## config.mk

```make
export PLATFORM = sky130hd
export DESIGN_NAME = esq_top
export DESIGN_NICKNAME = d
export VERILOG_FILES = /design/src/hw/esq_pkg.sv /design/src/hw/esq_top.sv /design/src/hw/esq_dec.sv
export SDC_FILE = /design/constraint.sdc
export NUM_CORES = 1
export LEC_CHECK = 0
export ABC_CLOCK_PERIOD_IN_PS = 30700
export BUFFER_PORTS_ARGS = -buffer_cell sky130_fd_sc_hd__buf_4
export CAP_MARGIN = 20
export CORE_MARGIN = 4
export CORE_UTILIZATION = 35
export CTS_BUF_LIST = sky130_fd_sc_hd__clkbuf_4 sky130_fd_sc_hd__clkbuf_8
export DETAILED_ROUTE_END_ITERATION = 12
export GPL_ROUTABILITY_DRIVEN = 0
export HOLD_SLACK_MARGIN = 0.02
export PLACE_DENSITY_LB_ADDON = 0.3
export SETUP_SLACK_MARGIN = 0.5
export SLEW_MARGIN = 10
export SYNTH_ARGS = -nofsm -noshare
export SYNTH_HDL_FRONTEND = slang
export SYNTH_HIERARCHICAL = 1
export SYNTH_SLANG_ARGS = --single-unit
```

## constraint.sdc

```tcl
create_clock -name ref_clk -period 30.7 [get_ports ref_clk]
set_input_delay 3.07 -clock ref_clk [delete_from_list [all_inputs] [get_ports ref_clk]]
set_output_delay 3.07 -clock ref_clk [all_outputs]
set_load 0.01 [all_outputs]
```

## src/hw/esq_pkg.sv

```systemverilog
// Constants, types and state layout for the event status and identity query block.
// Assumes a single instrument clock and a command parser ahead of this block.
package esq_pkg;

    // ****************************************
    // Event status register layout
    // ****************************************
    localparam int SEV_W = 8;
    localparam int SEV_PON_BIT = 7;
    localparam int SEV_ZERO_BIT = 6;
    localparam int SEV_CMD_BIT = 5;
    localparam int SEV_EXE_BIT = 4;
    localparam int SEV_DEV_BIT = 3;
    localparam int SEV_QRY_BIT = 2;
    localparam int SEV_RQC_BIT = 1;
    localparam int SEV_OPC_BIT = 0;
    localparam logic [7:0] SEV_RST = 8'h80;
    localparam logic [7:0] ESE_RST = 8'h00;
    localparam int STB_ESB_BIT = 5;

    // ****************************************
    // Macro store and response text
    // ****************************************
    localparam int MAC_SLOTS = 4;
    localparam int MAC_LEN = 9;
    localparam int MAC_HDR = 3;
    localparam logic [7:0] CH_ZERO = 8'h30;
    localparam logic [7:0] CH_HASH = 8'h23;
    localparam logic [7:0] CH_ONE = 8'h31;
    // Identity text; vendor and model fields are arbitrary neutral values
    localparam int IDENT_LEN = 27;
    localparam logic [IDENT_LEN*8-1:0] IDENT_STR = "NEUTRAL,MODEL-X,000000,1.00";

    // ****************************************
    // Types
    // ****************************************
    typedef enum logic [2:0] {
        ESQ_OP_SEV_Q,
        ESQ_OP_MACRO_Q,
        ESQ_OP_IDENT_Q,
        ESQ_OP_LEGACY_IDENT_Q,
        ESQ_OP_ENABLE_SET
    } esq_op_t;

    typedef enum logic [0:0] {ESQ_ST_IDLE, ESQ_ST_SEND} esq_st_t;

    typedef enum logic [1:0] {ESQ_SRC_SEV, ESQ_SRC_MACRO, ESQ_SRC_IDENT} esq_src_t;

    typedef struct packed {
        logic cmd_err;
        logic exe_err;
        logic dev_err;
        logic qry_err;
        logic req_ctl;
        logic opc_done;
    } esq_evt_t;

    typedef struct packed {
        logic valid;
        esq_op_t op;
        logic [7:0] arg;
    } esq_cmd_t;

    typedef struct packed {
        logic wr;
        logic del;
        logic [1:0] slot;
        logic [3:0] pos;
        logic [7:0] data;
    } esq_mac_wr_t;

    typedef struct packed {
        logic [7:0] sev;
        logic [7:0] ese;
        logic esb;
        esq_st_t st;
        esq_src_t src;
        logic [4:0] idx;
        logic [4:0] len;
        logic [7:0] snap;
        logic [1:0] slot;
        logic cmd_ready;
        logic rsp_valid;
        logic [7:0] rsp_data;
        logic rsp_last;
        logic [MAC_SLOTS-1:0] mac_def;
        logic [MAC_SLOTS-1:0][3:0] mac_len;
        logic [MAC_SLOTS-1:0][MAC_LEN-1:0][7:0] mac_body;
    } esq_state_t;

endpackage

```

## src/hw/esq_top.sv

```systemverilog
// Event status register with its enable, summary bit, and the status, macro and
// identity query responses, sent out byte by byte.
// Assumes decoded commands, event pulses and macro writes from logic on ref_clk.
//
// Notes on behaviour
// - Status query returns register as decimal text, then clears every bit.
// - Reading the status register also clears the summary bit of the status byte.
// - Power-on bit set at reset; bit six always reads zero.
// - Parser syntax error sets bit five.
// - Instruction that cannot be executed sets bit four.
// - Any other device error sets bit three.
// - Read with no data or discarded data sets bit two.
// - Need to become active controller sets bit one.
// - No pending command after operation-complete sets bit zero.
// - Macro query returns the stored definition as a block response.
// - Undefined macro answers the empty block #10.
// - Identity query returns four comma fields; legacy name only in legacy mode.
// - Status bit reaches the summary only where its enable bit is one.
`timescale 1ns/1ps
module esq_top
    import esq_pkg::*;
(
    input wire logic ref_clk,
    input wire logic rst,
    input wire esq_cmd_t cmd,
    input wire logic legacy_mode,
    input wire esq_evt_t evt,
    input wire esq_mac_wr_t mac_wr,
    input wire logic rsp_ready,
    output logic cmd_ready,
    output logic rsp_valid,
    output logic [7:0] rsp_data,
    output logic rsp_last,
    output logic esb,
    output logic [7:0] sev_view,
    output logic [7:0] ese_view
);
    esq_state_t s;
    esq_state_t n;
    logic [3:0] dig_h;
    logic [3:0] dig_t;
    logic [3:0] dig_o;

    esq_dec u_dec (
        .value(s.snap),
        .hundreds(dig_h),
        .tens(dig_t),
        .ones(dig_o)
    );

    // ****************************************
    // Next state
    // ****************************************
    always_comb begin
        logic take;
        logic [1:0] dpos;
        logic [4:0] bpos;
        logic [3:0] mlen;
        logic [7:0] byte_v;
        take = 1'b0;
        dpos = 2'd0;
        bpos = 5'd0;
        mlen = 4'd0;
        byte_v = 8'h00;
        n = s;
        take = cmd.valid && s.cmd_ready;

        // Status read clears before new events are merged in, so a same-cycle event survives
        if (take && cmd.op == ESQ_OP_SEV_Q) begin
            n.sev = 8'h00;
            n.snap = s.sev;
        end
        n.sev[SEV_CMD_BIT] = n.sev[SEV_CMD_BIT] | evt.cmd_err;
        n.sev[SEV_EXE_BIT] = n.sev[SEV_EXE_BIT] | evt.exe_err;
        n.sev[SEV_DEV_BIT] = n.sev[SEV_DEV_BIT] | evt.dev_err;
        n.sev[SEV_QRY_BIT] = n.sev[SEV_QRY_BIT] | evt.qry_err;
        n.sev[SEV_RQC_BIT] = n.sev[SEV_RQC_BIT] | evt.req_ctl;
        n.sev[SEV_OPC_BIT] = n.sev[SEV_OPC_BIT] | evt.opc_done;
        // Unknown legacy header counts as a grammar error
        if (take && cmd.op == ESQ_OP_LEGACY_IDENT_Q && !legacy_mode) begin
            n.sev[SEV_CMD_BIT] = 1'b1;
        end
        n.sev[SEV_ZERO_BIT] = 1'b0;

        if (take && cmd.op == ESQ_OP_ENABLE_SET) begin
            n.ese = cmd.arg;
        end
        n.esb = |(n.sev & n.ese);

        // Macro store, written in order from position zero
        if (mac_wr.del) begin
            n.mac_def[mac_wr.slot] = 1'b0;
            n.mac_len[mac_wr.slot] = 4'd0;
        end else if (mac_wr.wr && mac_wr.pos < 4'(MAC_LEN)) begin
            n.mac_def[mac_wr.slot] = 1'b1;
            n.mac_body[mac_wr.slot][mac_wr.pos] = mac_wr.data;
            n.mac_len[mac_wr.slot] = mac_wr.pos + 4'd1;
        end

        // Command start
        if (take) begin
            n.idx = 5'd0;
            case (cmd.op)
                ESQ_OP_SEV_Q: begin
                    n.src = ESQ_SRC_SEV;
                    n.st = ESQ_ST_SEND;
                    n.len = (s.sev >= 8'h64) ? 5'h3 : (s.sev >= 8'h0a) ? 5'h2 : 5'h1;
                end
                ESQ_OP_MACRO_Q: begin
                    n.src = ESQ_SRC_MACRO;
                    n.st = ESQ_ST_SEND;
                    n.slot = cmd.arg[1:0];
                    if (cmd.arg < 8'(MAC_SLOTS) && s.mac_def[cmd.arg[1:0]]) begin
                        n.len = 5'(MAC_HDR) + 5'(s.mac_len[cmd.arg[1:0]]);
                    end else begin
                        n.len = 5'(MAC_HDR);
                        n.slot = 2'd0;
                        n.mac_len[0] = s.mac_def[0] ? s.mac_len[0] : 4'd0;
                    end
                end
                ESQ_OP_IDENT_Q: begin
                    n.src = ESQ_SRC_IDENT;
                    n.st = ESQ_ST_SEND;
                    n.len = 5'(IDENT_LEN);
                end
                ESQ_OP_LEGACY_IDENT_Q: begin
                    if (legacy_mode) begin
                        n.src = ESQ_SRC_IDENT;
                        n.st = ESQ_ST_SEND;
                        n.len = 5'(IDENT_LEN);
                    end
                end
                default: begin
                end
            endcase
            // Empty reply for an undefined macro even if slot zero holds one
            if (cmd.op == ESQ_OP_MACRO_Q
                && !(cmd.arg < 8'(MAC_SLOTS) && s.mac_def[cmd.arg[1:0]])) begin
                n.src = ESQ_SRC_MACRO;
                n.len = 5'(MAC_HDR);
            end
        end

        // Current reply byte
        mlen = (s.len > 5'(MAC_HDR)) ? 4'(s.len - 5'(MAC_HDR)) : 4'd0;
        case (s.src)
            ESQ_SRC_SEV: begin
                dpos = 2'(s.idx) + 2'(5'd3 - s.len);
                case (dpos)
                    2'd0: byte_v = CH_ZERO + {4'h0, dig_h};
                    2'd1: byte_v = CH_ZERO + {4'h0, dig_t};
                    default: byte_v = CH_ZERO + {4'h0, dig_o};
                endcase
            end
            ESQ_SRC_MACRO: begin
                bpos = s.idx - 5'(MAC_HDR);
                if (s.idx == 5'd0) begin
                    byte_v = CH_HASH;
                end else if (s.idx == 5'd1) begin
                    byte_v = CH_ONE;
                end else if (s.idx == 5'd2) begin
                    byte_v = CH_ZERO + {4'h0, mlen};
                end else begin
                    byte_v = s.mac_body[s.slot][bpos[3:0]];
                end
            end
            default: begin
                byte_v = IDENT_STR[(IDENT_LEN - 1 - int'(s.idx)) * 8 +: 8];
            end
        endcase

        // Byte sequencing with hold under back-pressure
        case (s.st)
            ESQ_ST_SEND: begin
                if (!s.rsp_valid || rsp_ready) begin
                    n.rsp_valid = 1'b1;
                    n.rsp_data = byte_v;
                    n.rsp_last = (s.idx == s.len - 5'd1);
                    n.idx = s.idx + 5'd1;
                    if (s.idx == s.len - 5'd1) begin
                        n.st = ESQ_ST_IDLE;
                    end
                end
            end
            ESQ_ST_IDLE: begin
                if (s.rsp_valid && rsp_ready) begin
                    n.rsp_valid = 1'b0;
                    n.rsp_last = 1'b0;
                end
            end
            default: begin
                n.st = ESQ_ST_IDLE;
            end
        endcase
        n.cmd_ready = (n.st == ESQ_ST_IDLE) && !n.rsp_valid && !take;
    end

    // ****************************************
    // State register
    // ****************************************
    always_ff @(posedge ref_clk or posedge rst) begin
        if (rst) begin
            s <= '0;
            s.sev <= SEV_RST;
            s.ese <= ESE_RST;
            s.st <= ESQ_ST_IDLE;
            s.src <= ESQ_SRC_SEV;
            s.cmd_ready <= 1'b1;
        end else begin
            s <= n;
        end
    end

    assign cmd_ready = s.cmd_ready;
    assign rsp_valid = s.rsp_valid;
    assign rsp_data = s.rsp_data;
    assign rsp_last = s.rsp_last;
    assign esb = s.esb;
    assign sev_view = s.sev;
    assign ese_view = s.ese;
endmodule // esq_top

```

## src/hw/esq_dec.sv

```systemverilog
// Splits an 8-bit value into three decimal digits.
// Purely combinational; the caller registers whatever it takes from it.
`timescale 1ns/1ps
module esq_dec (
    input wire logic [7:0] value,
    output logic [3:0] hundreds,
    output logic [3:0] tens,
    output logic [3:0] ones
);
    logic [7:0] rem_v;

    always_comb begin
        rem_v = value;
        hundreds = 4'h0;
        tens = 4'h0;
        if (rem_v >= 8'hc8) begin
            hundreds = 4'h2;
            rem_v = rem_v - 8'hc8;
        end else if (rem_v >= 8'h64) begin
            hundreds = 4'h1;
            rem_v = rem_v - 8'h64;
        end
        tens = 4'(rem_v / 8'h0a);
        ones = 4'(rem_v % 8'h0a);
    end
endmodule // esq_dec

```

; ---- Word-level counts from Yosys, hierarchy flattened
; Index checks and enable logic that the tools add are counted.
[word_totals]
word_cells = 203
in_bits = 38
regBits = 357
[classes]
shift = 1
n_eq_ne = 13
n_bitwise = 15
reduce_logical = 31
order_cmp = 14
n_mux = 58
n_addsub = 15
div_mod_pow = 2
[op_table]
columns = op, count
row1 = $mux W308, 1
row2 = $bwmux W288, 1
row3 = $shiftx A216 B9 Y8 const A, 1
row4 = $bmux W72 S2, 1
row5 = $demux W72 S2, 1
row6 = $mux W72, 2
row7 = $mux W8, 9
row8 = $bmux W8 S4, 1
row9 = $demux W8 S4, 1
row10 = $mux W4, 8
row11 = $add A6 B4 Y7 const A, 4
row12 = $mux W5, 5
row13 = $mux W20, 1
row14 = $pmux W5 S4, 1
row15 = $and A16 B16 Y16, 1
row16 = $bwmux W16, 1
row17 = $ge A8 B7 Y1 const B, 2
row18 = $not A16 Y16, 1
row19 = $pmux W8 S2, 1
row20 = $pmux W7 S2, 1
row21 = $logic_and A1 B1 Y1, 13
row22 = $mux W13, 1
row23 = $pmux W3 S4, 1
row24 = $lt A4 B5 Y1 const B, 2
row25 = 56 further kinds, 88

; ---- Logic depth before layout (Yosys ltp)
; Gate-level depths: netlist of run 1.
[depth]
depth_word = 13
mapped_depth = 16
mapped_depth_nobuf = 15

; ---- Modules after synthesis
; The synthesis of run 1 kept the hierarchy.
[modules_own_cells]
columns = mod, instances, seq_area_each_um2, cells_per_inst, area_each_um2
row1 = esq_top, 1, 8936.1, 1312, 17844.6
row2 = esq_dec, 1, 0.0, 133, 879.6

; ---- Worst setup path after synthesis of run 1
; OpenSTA, ideal clock, no wires.
[synth_timing]
path_type = in2reg
from = in mac_wr[8] in the netlist's numbering
to = reg s[176] in the netlist's numbering
arrival_ns = 4.763
slack_ns = 25.812
stages = 9
cell_sequence = inv_1 ha_1 nor2b_1 o21ai_0 buf_2 nor2_1 buf_2 nand2_2 mux2_2
[synth_via]
elab_chain_cells = 7
elab_cells_between_ends = 11
[synth_rtl]
columns = element, line_no
row1 = start: declaration, esq_top.sv:28  ; input wire esq_mac_wr_t mac_wr,
row2 = $lt A4 B5 Y1 (not written as such) / $ge A4 B1 Y1 (equally long branches), esq_top.sv:96  ; n.mac_body[mac_wr.slot][mac_wr.pos] = mac_wr.data;
row3 = $logic_and A1 B1 Y1 (not written as such), esq_top.sv:96
row4 = $mux W8 (not written as such), esq_top.sv:96
row5 = $demux W8 S4, esq_top.sv:96
row6 = $mux W72 (not written as such), esq_top.sv:96
row7 = $demux W72 S2, esq_top.sv:96
row8 = $bwmux W288, esq_top.sv:96
row9 = end signal: assignment, esq_top.sv:210  ; s <= n;
row10 = end: declaration, esq_top.sv:38  ; esq_state_t s;
; Parallel ways exist; a longest one is shown, timed or not.
; A chain may end at the register's enable or synchronous reset.

; ---- Final worst setup path of run 1
[layout_timing]
from = in mac_wr[8] in the netlist's numbering
to = reg s[245] in the netlist's numbering
; The elaborated chain is that of the path after synthesis.

==> results of run 1 <==
[synth_stat cells, types with 7 or more instances]
library cell and number:
a21o_1 8, a22o_1 7, nor3_1 22, o21ai_0 38, buf_4 37, a31oi_1 9
mux4_2 71, dfrtp_1 355, ha_1 18, nand2_2 10, nand3_1 17, nor2_1 44
clkbuf_1 47, a22oi_1 14, o31ai_1 8, mux2_2 305, mux4_1 17, inv_1 24
xnor2_1 20, o22ai_1 13, and2_1 14, nand2b_1 11, a21oi_1 41, nand2_1 100
mux2i_1 11, or2_2 8, buf_2 29
[state kept, by name (all words and copies together), names as in the netlist]
register	flops
ese_view	8
cmd_ready	1
rsp_last	1
rsp_data	8
rsp_valid	1
esb	1
sev_view	7
s	330
[kinds of logic after synthesis]
family | Yosys count | share of synthesized area (%)
xor+xnor | 26 | 1.296
simple gates | 276 | 7.611
mux | 405 | 29.94
other cells | 2 | 0.04011
buf+inv | 149 | 4.257
compound gates | 212 | 7.932
fa+ha+maj | 18 | 1.203
flops | 357 | 47.72
[path summary, 6_finish.rpt]
kind                                          from                 endpoint  slack [ns]  cells after the start
min in group asynchronous                      rst       s[200]$_DFFE_PP0P_        2.56                      2
worst min register to register  s[134]$_DFFE_PP0P_       s[134]$_DFFE_PP0P_        0.49                      1
worst max-delay path                     mac_wr[8]       s[245]$_DFFE_PP0P_       25.65                      9
max in group asynchronous                      rst        s[88]$_DFFE_PP0P_       25.78                      4
worst min-delay path            s[134]$_DFFE_PP0P_       s[134]$_DFFE_PP0P_        0.49                      1
worst max register to register    s[334]$_DFF_PP0_  rsp_data[0]$_DFFE_PP0P_       26.45                     10
[placed cells by master, fill, tap and decap left out, types with 10 or more instances in the layout]
cell / instances
mux4_1: 17
nand3_1: 17
ha_1: 17
clkbuf_8: 88
o21ai_0: 37
dfrtp_1: 353
inv_1: 23
mux4_2: 71
a21oi_1: 41
nor3_1: 21
a22oi_1: 14
nand2_2: 10
o22ai_1: 13
mux2i_1: 11
nand2b_1: 11
mux2_2: 305
nor2_1: 44
buf_4: 75
and2_1: 14
xnor2_1: 20
nand2_1: 100
clkbuf_4: 15
[worst reg2reg max path: stages (launching register included)]
cell,delay (ns)
dfrtp_1,0.32
buf_4,0.41
clkinv_1,0.53
ha_2,0.49
buf_4,0.56
mux4_2,0.67
mux2i_1,0.14
mux2i_1,0.16
a222oi_1,0.36
a211oi_1,0.15
o32a_1,0.35
[routing by layer]
layer	routed length (µm)	share of wire (%)	GRT usage (%)	vias to the layer above
met5	0	0	0	-
met4	982	2.1	4.626	0
met3	2027	4.3	3.051	70
met2	22930	48	27.37	282
met1	21350	45	23.25	6337
li1	-	-	-	5453
[metrics by stage]
| stage | setup WS [ns] | hold slack [ns] | utilization [%] |
|---|---|---|---|
| after global routing | 25.40 | 0.5084 | 39.89 |
| after CTS | 25.65 | 0.4979 | 39.88 |
| after global placement | 24.78 | 0.4787 | 36.96 |
| final | 25.65 | 0.4948 | 39.89 |
| after detailed placement | 24.99 | 0.4845 | 36.99 |
| after floorplan | 17.73 | 0.4544 | - |
[power by group]
group          internal, mW  leakage, nW  switching (mW)
Clock                 0.310        0.805           0.202
Sequential            0.518         4.80          0.0467
Combinational         0.180         3.98           0.249
Total                  1.01         9.58           0.497
[final cells by class]
cell class / count / area [µm²] / area share (%)
diodes: 1 / 2.502 / 0.01189
clock buffers: 103 / 1324 / 6.290
clock inverters: 17 / 205.2 / 0.9750
inverters: 26 / 105.1 / 0.4994
multi-input cells: 942 / 9010 / 42.81
flip-flops and latches: 357 / 8944 / 42.50
well taps: 688 / 860.8 / 4.090
repair buffers: 77 / 594.3 / 2.824
==> reports/metrics.cfg, run 1 <==
[clocking]
numCtsBuffers=67
clock_latency_ns=0.61
htreeDepth=3
clkSinkCount=357
cts_tree=built
cts_root_buffer=clkbuf_8
cts.path.max_buffers=3
hold_buffers=0
cts.reportedPaths.clkPinSlew_ns=0.05
cts_resized=0
post_cts_buffers=0

[sta]
relSlewSlack_pct=27.11
fin_tns_setup_ns=0
skew_ns=0.03739
period_share_pct=16.45
hold_violations=0
setup_violations=0
fmax_mhz=198.0
worst_pin_slew_ns=1.093
fin_crit_ns=5.051
grt_setup_unrepaired=no
slew_violations=0

[placement]
io_buffers=64
dp_hpwl_um=31160
post_dp_cell_area_mm2=0.01951
dp_cells=2090

[drt]
vias_per_cell=5.492
drtIter0Drc=946
routedWlPerCell_um=21.39
num_vias=12140
ant_nets=0
drc=0
firstDrtPassIters=5
wl_um=47280

[worst_setup_path]
worstPathMaxFanout=12
cpMaxStageDelayCell=nor2_1
crit_path_frequent_cell=buf_4
crit_chain=buf_4, inv_1, ha_1, nor2b_1, o21ai_1, buf_4, nor2_1, and2_1, mux2_2
endpoint_kind=flop
path_buf_inv=3
arrival_ns=5.53
start_kind=input port
cp.required_ns=31.18
crit_type=in2reg
crit_family=simple AND/OR/NAND/NOR gates
cp_slowest_stage_delay_ns=0.76

[cells_and_area]
nets=1527
final_cell_count_no_fill=2211
fin_area_mm2=0.02105
syn2layout_area_growth_pct=12.40
fillers=5010
drive_above_1_share_pct=40.54

[power_and_ir_drop]
ir_drop_mv=0.03902
p_per_area_mw_per_mm2=71.52
p_total_mw=1.505
p_leak_nw=9.578

[die]
coreArea_mm2=0.05276
die_x_um=239.3
start_util_pct=35.49
ios=66
die_area_mm2=0.05726
dieHeight_um=239.3
rows=84

[synthesis]
avgSynthCellArea_um2=12.96
async_flop_share_pct=100.0
seq_area_frac_synth_pct=47.72
yosysTopAreaCellShare_pct=47.44
synth_edf_count=0
syn_inst=1445
synthTopCellsByArea=dfrtp_1, mux2_2, mux4_2, mux4_1, nand2_1
synth_top_cell_by_area=dfrtp_1
synth_warnings=6
ys_seq_elements=357
synth_cell_type_count=89
synth_flop_cell=dfrtp_1
syn_area_mm2=0.01872

[hold_path]
hp-class=reg2reg

[global_route]
grt-ovfl-total=0
antenna_found_initial=1
grt_max_degree=183
grt_usage_pct=16.80
grt_pass1_vias=12460
grt_pass1_wl_um=75550

[run]
cap_viol_max_count=0

[outcome]
status=finished, final reports clean

Power figures use the tool's default switching activity.
==> run 2, diff against run 1 <==
--- a/config.mk
+++ b/config.mk
@@ -5,7 +5,8 @@
 export SDC_FILE = /design/constraint.sdc
 export NUM_CORES = 1
 export LEC_CHECK = 0
-export ABC_CLOCK_PERIOD_IN_PS = 30700
+export ABC_AREA = 1
+export ABC_CLOCK_PERIOD_IN_PS = 4040
 export BUFFER_PORTS_ARGS = -buffer_cell sky130_fd_sc_hd__buf_4
 export CAP_MARGIN = 20
 export CORE_MARGIN = 4
==> constraint.sdc (replaced) <==
create_clock -name ref_clk -period 4.04 [get_ports ref_clk]
set_input_delay 0.404 -clock ref_clk [delete_from_list [all_inputs] [get_ports ref_clk]]
set_output_delay 0.404 -clock ref_clk [all_outputs]
set_load 0.01 [all_outputs]
==> run 2 against run 1 <==
  * Critical endpoint is now rsp_data[2]$_DFFE_PP0P_
  * Count of clock-buffer cells in the layout grew 2
  * Clock power rose to 7.4 times the previous value
  * Largest cell class is now registers
  * Synthesized cell count rose by 64%
==> reports/metrics.cfg, run 2 <==
[outcome]
status=finished, final reports clean  ; unchanged

[worst_setup_path]
crit_type=reg2reg  ; was in2reg
r2r_cells=30  ; was 10
cp_num_cells=30  ; was 9
path_buf_inv=4  ; was 3
worstPathMaxFanout=4  ; was 12
cp.required_ns=4.59  ; was 31.18 ns
start_kind=flop  ; was input port
endpoint_kind=flop  ; unchanged
crit_path_frequent_cell=nand2_1  ; was buf_4
cpMaxStageDelayCell=dfrtp_2  ; was nor2_1
arrival_ns=3.73  ; was 5.53 ns
crit_family=simple AND/OR/NAND/NOR gates  ; unchanged
cp_slowest_stage_delay_ns=0.44  ; was 0.76 ns

[placement]
dp_hpwl_um=35350  ; was 31160 µm
io_buffers=64  ; unchanged
dp_cells=2992  ; was 2090

[global_route]
use_met3_pct=3.401  ; was 3.051%
grt_pass1_wl_um=85480  ; was 75550 µm
busiest_layer=met2  ; unchanged
grt_pass1_vias=15210  ; was 12.46k
grt_max_degree=117  ; was 183
met2_usage_pct=30.27  ; was 27.37%
use_met1_pct=25.38  ; was 23.25%
grt-ovfl-total=0  ; unchanged
grt_usage_pct=18.78  ; was 16.80%
antenna_found_initial=0  ; was 1

[drt]
num_vias=16020  ; was 12.14k
drtIter0Drc=1469  ; was 946
vias_per_cell=5.121  ; was 5.492
firstDrtPassIters=5  ; unchanged
ant_nets=0  ; unchanged
wl_um=53750  ; was 47280 µm
drc=0  ; unchanged
routedWlPerCell_um=17.18  ; was 21.39 µm

[clocking]
htreeDepth=2  ; was 3
clock_latency_ns=0.66  ; was 0.61 ns
cts.path.max_buffers=3  ; unchanged
cts_tree=built  ; unchanged
clkSinkCount=357  ; unchanged
cts.reportedPaths.clkPinSlew_ns=0.06  ; was 0.05 ns
cts_root_buffer=clkbuf_8  ; unchanged
numCtsBuffers=61  ; was 67

[sta]
worst_pin_slew_ns=1.095  ; was 1.093 ns
fin_tns_setup_ns=0  ; unchanged
holdWs_ns=0.07444  ; was 0.4948 ns
period_share_pct=78.85
setup_violations=0  ; unchanged
grt_setup_unrepaired=no  ; unchanged
relSlewSlack_pct=26.89  ; was 27.11%
hold_violations=0  ; unchanged
slew_violations=0  ; unchanged
skew_ns=0.02889  ; was 0.03739 ns
fin_crit_ns=3.186
fmax_mhz=313.9

[die]
rows=83  ; was 84
start_util_pct=35.50  ; was 35.49%
ios=66  ; unchanged
die_x_um=236.8  ; was 239.3 µm
die_area_mm2=0.05607  ; was 0.05726 mm²
coreArea_mm2=0.05161  ; was 0.05276 mm²
dieHeight_um=236.8  ; was 239.3 µm

[cells_and_area]
fin_util_pct=40.53  ; was 39.89%
largest_reg_flops=330  ; unchanged
diodes=0  ; was 1
largest_register=s  ; unchanged
nets=2454  ; was 1527
syn2layout_area_growth_pct=14.16  ; was 12.40%
fillers=5287  ; was 5010
final_cell_mix=nand2_1, o21ai_0, dfrtp_1, nor2_1, inv_1  ; was dfrtp_1, mux2_2, nand2_1, clkbuf_8, buf_4
drive_above_1_share_pct=11.47  ; was 40.54%
final_common_cell=nand2_1  ; was dfrtp_1
final_cell_count_no_fill=3129  ; was 2211

[synthesis]
async_flop_share_pct=100.0  ; unchanged
seq_area_frac_synth_pct=48.77  ; was 47.72%
yosysTopAreaCellShare_pct=48.49  ; was 47.44%
synth_top_cell_by_area=dfrtp_1  ; unchanged
ys_seq_elements=357  ; unchanged
syn_inst=2375  ; was 1445
yosys-top-cells-count=nand2_1, o21ai_0, dfrtp_1, nor2_1, inv_1  ; was dfrtp_1, mux2_2, nand2_1, mux4_2, clkbuf_1
synth_flop_cell=dfrtp_1  ; unchanged
synth_cell_type_count=53  ; was 89
syn_area_mm2=0.01832  ; was 0.01872 mm²
synth.most_common_cell=nand2_1  ; was dfrtp_1
synth_warnings=6  ; unchanged
synth_edf_count=0  ; unchanged
synthTopCellsByArea=dfrtp_1, nand2_1, o21ai_0, nor2_1, inv_1  ; was dfrtp_1, mux2_2, mux4_2, mux4_1, nand2_1
avgSynthCellArea_um2=7.714  ; was 12.96 µm²

[hold_path]
hold_depth=3  ; was 1
hp-class=in2reg  ; was reg2reg

[power_and_ir_drop]
p_leak_nw=9.924  ; was 9.578 nW
ir_drop_mv=0.3440  ; was 0.03902 mV
p_per_area_mw_per_mm2=699.0  ; was 71.52 mW/mm²

[run]
cap_viol_max_count=0  ; unchanged

run 2: metrics by stage:
stage          setup slack [ns]  area [µm²]  total power, mW
3_3_place_gp             0.8340       19140            10.63
6_report                 0.8543       20920            14.62
3_5_place_dp             0.7015       19160            10.71
2_1_floorplan            -1.147       18350            9.021
5_1_grt                  0.5080       20920            15.64
4_1_cts                  0.6867       20820            14.59
run 2: final timing paths:
check | startpoint | endpoint | slack, ns
max | s[325]$_DFFE_PP0P_ | rsp_data[2]$_DFFE_PP0P_ | 0.85
min | cmd[6] | ese_view[6]$_DFFE_PP0P_ | 0.07
max reg2reg | s[325]$_DFFE_PP0P_ | rsp_data[2]$_DFFE_PP0P_ | 0.85
min reg2reg | s[199]$_DFFE_PP0P_ | s[199]$_DFFE_PP0P_ | 0.48
max in group asynchronous | rst | s[99]$_DFFE_PP0P_ | 2.73
min in group asynchronous | rst | s[301]$_DFFE_PP0P_ | 0.34
run 2: kinds of logic after synthesis:
family,after synthesis,synth area share (%)
DFF,357,48.77
adders and majority gates,18,1.229
xor gates and xnor gates,17,0.8537
and+or+nand+nor,1017,22.95
muxes,2,0.1161
AOI/OAI and AO/OA,615,17.77
buffers and inverters,347,8.263
other,2,0.04099
run 2: layer usage:
layer  vias up  wire length (µm)
li1       7737                 -
met4         0              1929
met2       515             24640
met5         -                 0
met1      7671             23780
met3       100              3396
run 2: layout make-up:
class | count | area, µm² | area share [%]
clock buffers | 105 | 1314 | 6.281
clock inverters | 9 | 147.6 | 0.7059
inverters | 193 | 733.2 | 3.505
multi-input cells | 1677 | 7914 | 37.84
flip-flops and latches | 357 | 8944 | 42.76
well taps | 680 | 850.8 | 4.068
repair buffers | 108 | 1013 | 4.845
run 2: report_power, final:
part / leakage, nW / total (mW) / internal (mW) / switching [mW]
Clock: 0.773 / 3.81 / 2.29 / 1.52
Sequential: 4.67 / 4.36 / 3.99 / 0.373
Combinational: 4.48 / 6.45 / 2.09 / 4.36
run 2: worst register-to-register path: cells and delay by family, from the launching register on:
kind                       cells  cell delay, ns
adders and majority gates      1            0.15
and+or+nand+nor               21            1.61
xor gates and xnor gates       1            0.15
buffers and inverters          4            0.30
AOI/OAI and AO/OA              3            0.41
DFF                            1            0.44
run 2: repair_timing:
item,CTS,global route
gates resized for setup,0,7
hold buffers,19,0
setup buffers,0,1
endpoints found under the setup margin,0,3
hold endpoints to repair,54,0
==> run 3, diff against run 2 <==
--- a/config.mk
+++ b/config.mk
@@ -6,7 +6,7 @@
 export NUM_CORES = 1
 export LEC_CHECK = 0
 export ABC_AREA = 1
-export ABC_CLOCK_PERIOD_IN_PS = 4040
+export ABC_CLOCK_PERIOD_IN_PS = 3270
 export BUFFER_PORTS_ARGS = -buffer_cell sky130_fd_sc_hd__buf_4
 export CAP_MARGIN = 20
 export CORE_MARGIN = 4
==> constraint.sdc (replaced) <==
create_clock -name ref_clk -period 3.27 [get_ports ref_clk]
set_input_delay 0.327 -clock ref_clk [delete_from_list [all_inputs] [get_ports ref_clk]]
set_output_delay 0.327 -clock ref_clk [all_outputs]
set_load 0.01 [all_outputs]
==> run 3 against run 2 <==
  * Non-clock buffer count grew 38
  * Sequential power grew 23%
  * Largest power group unchanged
  * Critical endpoint unchanged
  * Via count grew 0.64%
  * Global-route usage grew 0.46 points
  * Clock skew grew 0.0069 ns
  * Cell count grew 0.96%
  * Highest routed layer unchanged
==> reports/metrics.cfg, run 3 (synthesized netlist as in run 2, its figures left out) <==
[die]
die_x_um=236.8  ; unchanged
start_util_pct=35.50  ; unchanged
rows=83  ; unchanged
ios=66  ; unchanged
die_area_mm2=0.05607  ; unchanged
dieHeight_um=236.8  ; unchanged
coreArea_mm2=0.05161  ; unchanged

[global_route]
grt_max_degree=103  ; was 117
grt_pass1_wl_um=87990  ; was 85480 µm
grt-ovfl-total=0  ; unchanged
grt_pass1_vias=15660  ; was 15.21k
antenna_found_initial=0  ; unchanged
grt_usage_pct=19.24  ; was 18.78%

[worst_setup_path]
cpMaxStageDelayCell=dfrtp_1  ; was dfrtp_2
worstPathMaxFanout=4  ; unchanged
cp.required_ns=3.79  ; was 4.59 ns
crit_family=simple AND/OR/NAND/NOR gates  ; unchanged
endpoint_kind=flop  ; unchanged
arrival_ns=3.65  ; was 3.73 ns
crit_path_frequent_cell=nand2_4  ; was nand2_1
crit_type=reg2reg  ; unchanged
path_buf_inv=5  ; was 4
start_kind=flop  ; unchanged
cp_slowest_stage_delay_ns=0.39  ; was 0.44 ns

[drt]
drtIter0Drc=1472  ; was 1469
routedWlPerCell_um=17.13  ; was 17.18 µm
drc=0  ; unchanged
ant_nets=0  ; unchanged
firstDrtPassIters=6  ; was 5
num_vias=16130  ; was 16.02k
vias_per_cell=5.105  ; was 5.121
wl_um=54120  ; was 53750 µm

[clocking]
htreeDepth=3  ; was 2
cts.path.max_buffers=3  ; unchanged
cts_root_buffer=clkbuf_8  ; unchanged
clock_latency_ns=0.62  ; was 0.66 ns
numCtsBuffers=66  ; was 61
clkSinkCount=357  ; unchanged
cts_tree=built  ; unchanged
cts.reportedPaths.clkPinSlew_ns=0.06  ; about the same

[outcome]
status=finished, final reports clean  ; unchanged

[cells_and_area]
nets=2497  ; was 2454
final_cell_count_no_fill=3159  ; was 3129
largest_reg_flops=330  ; unchanged
final_cell_mix=nand2_1, o21ai_0, dfrtp_1, nor2_1, inv_1  ; unchanged
drive_above_1_share_pct=13.31  ; was 11.47%
diodes=0  ; unchanged
final_common_cell=nand2_1  ; unchanged
syn2layout_area_growth_pct=16.00  ; was 14.16%
largest_register=s  ; unchanged
fin_area_mm2=0.02125  ; was 0.02092 mm²
fin_util_pct=41.18  ; was 40.53%

[sta]
skew_ns=0.03577  ; was 0.02889 ns
grt_setup_unrepaired=yes  ; was no
worst_pin_slew_ns=0.6950  ; was 1.095 ns
setup_violations=0  ; unchanged
fmax_mhz=319.4  ; was 313.9 MHz
relSlewSlack_pct=53.66  ; was 26.89%
fin_crit_ns=3.131  ; was 3.186 ns
hold_violations=0  ; unchanged
slew_violations=0  ; unchanged
period_share_pct=95.75  ; was 78.85%

[power_and_ir_drop]
netSwitchingPower_mw=8.295  ; was 6.257 mW
p_per_area_mw_per_mm2=886.2  ; was 699.0 mW/mm²
pwr-share-clk_pct=23.0  ; was 26.0%
p_leak_nw=10.08  ; was 9.924 nW
p_seq_share_pct=28.5  ; was 29.8%
swShare_pct=44.04  ; was 42.80%
power_frac_comb_pct=48.5  ; was 44.1%
ir_drop_mv=0.5698  ; was 0.3440 mV
cell_internal_pwr_mw=10.54  ; was 8.364 mW

[placement]
dp_hpwl_um=35660  ; was 35350 µm
dp_cells=3007  ; was 2992
io_buffers=64  ; unchanged
post_dp_cell_area_mm2=0.01926  ; was 0.01916 mm²

[hold_path]
hp-class=in2reg  ; unchanged

[run]
cap_viol_max_count=0  ; unchanged

run 3: stage by stage:
stage               TNS [ns]  setup slack, ns  hold WS [ns]  total power [mW]
global route         -0.1971          -0.1037        0.1152             20.18
global placement           0           0.2213        0.3814             13.20
finish                     0           0.1391       0.09540             18.83
detailed placement         0          0.05075        0.3869             13.31
CTS                        0           0.2794       0.04862             18.26
floorplan            -654.16           -1.840        0.4350             11.15
run 3: final cells by class:
type	count	area, µm²
Inverter	193	734.5
Clock inverter	7	43.79
Multi-Input combinational cell	1677	8097
Sequential cell	357	8941
Tap cell	680	850.8
Clock buffer	99	1262
Timing Repair Buffer	146	1324
Fill cell	5183	30360
run 3: final timing paths:
check                      slack [ns]  depth (start not counted)          startpoint                       to
min in group asynchronous        0.30                          3                 rst    ese_view[7]$_DFF_PP0_
hold reg to reg                  0.48                          2  s[198]$_DFFE_PP0P_       s[198]$_DFFE_PP0P_
hold / removal                    0.1                          3              cmd[2]    ese_view[2]$_DFF_PP0_
setup / recovery                 0.14                         28  s[324]$_DFFE_PP0P_  rsp_data[2]$_DFFE_PP0P_
max in group asynchronous        2.01                          4                 rst       s[154]$_DFFE_PP0P_
setup reg to reg                 0.14                         28  s[324]$_DFFE_PP0P_  rsp_data[2]$_DFFE_PP0P_
run 3: routing by layer:
| layer | up-vias | part of all wire [%] | track usage, % |
|---|---|---|---|
| met5 | - | 0 | 0 |
| met2 | 472 | 47 | 31.25 |
| met3 | 116 | 5.2 | 2.958 |
| met1 | 7719 | 45 | 26.25 |
| li1 | 7819 | - | - |
| met4 | 0 | 3.1 | 6.829 |
run 3: power by group through the flow:
stage / registers (mW) / clock network, mW / logic, mW
after floorplan: 5.25 / 0 / 5.90
after global placement: 5.42 / 0 / 7.77
after detailed placement: 5.44 / 0 / 7.87
after CTS: 5.36 / 4.44 / 8.46
after global routing: 5.43 / 4.67 / 10.1
final: 5.37 / 4.33 / 9.13
run 3: tightest hold or removal path, delay by kind of cell:
kind	cells	cell delay, ns
AO/OA/AOI/OAI	1	0.12
buffers and inverters	2	0.19
run 3: what timing repair did:
item / in CTS / in global routing
gates cloned: 0 / 0
endpoints found under the setup margin: 5 / 5
hold buffers: 26 / 0
setup buffers: 11 / 4
hold endpoints to repair: 59 / 0
pin swaps: 7 / 20
resized for setup: 28 / 21
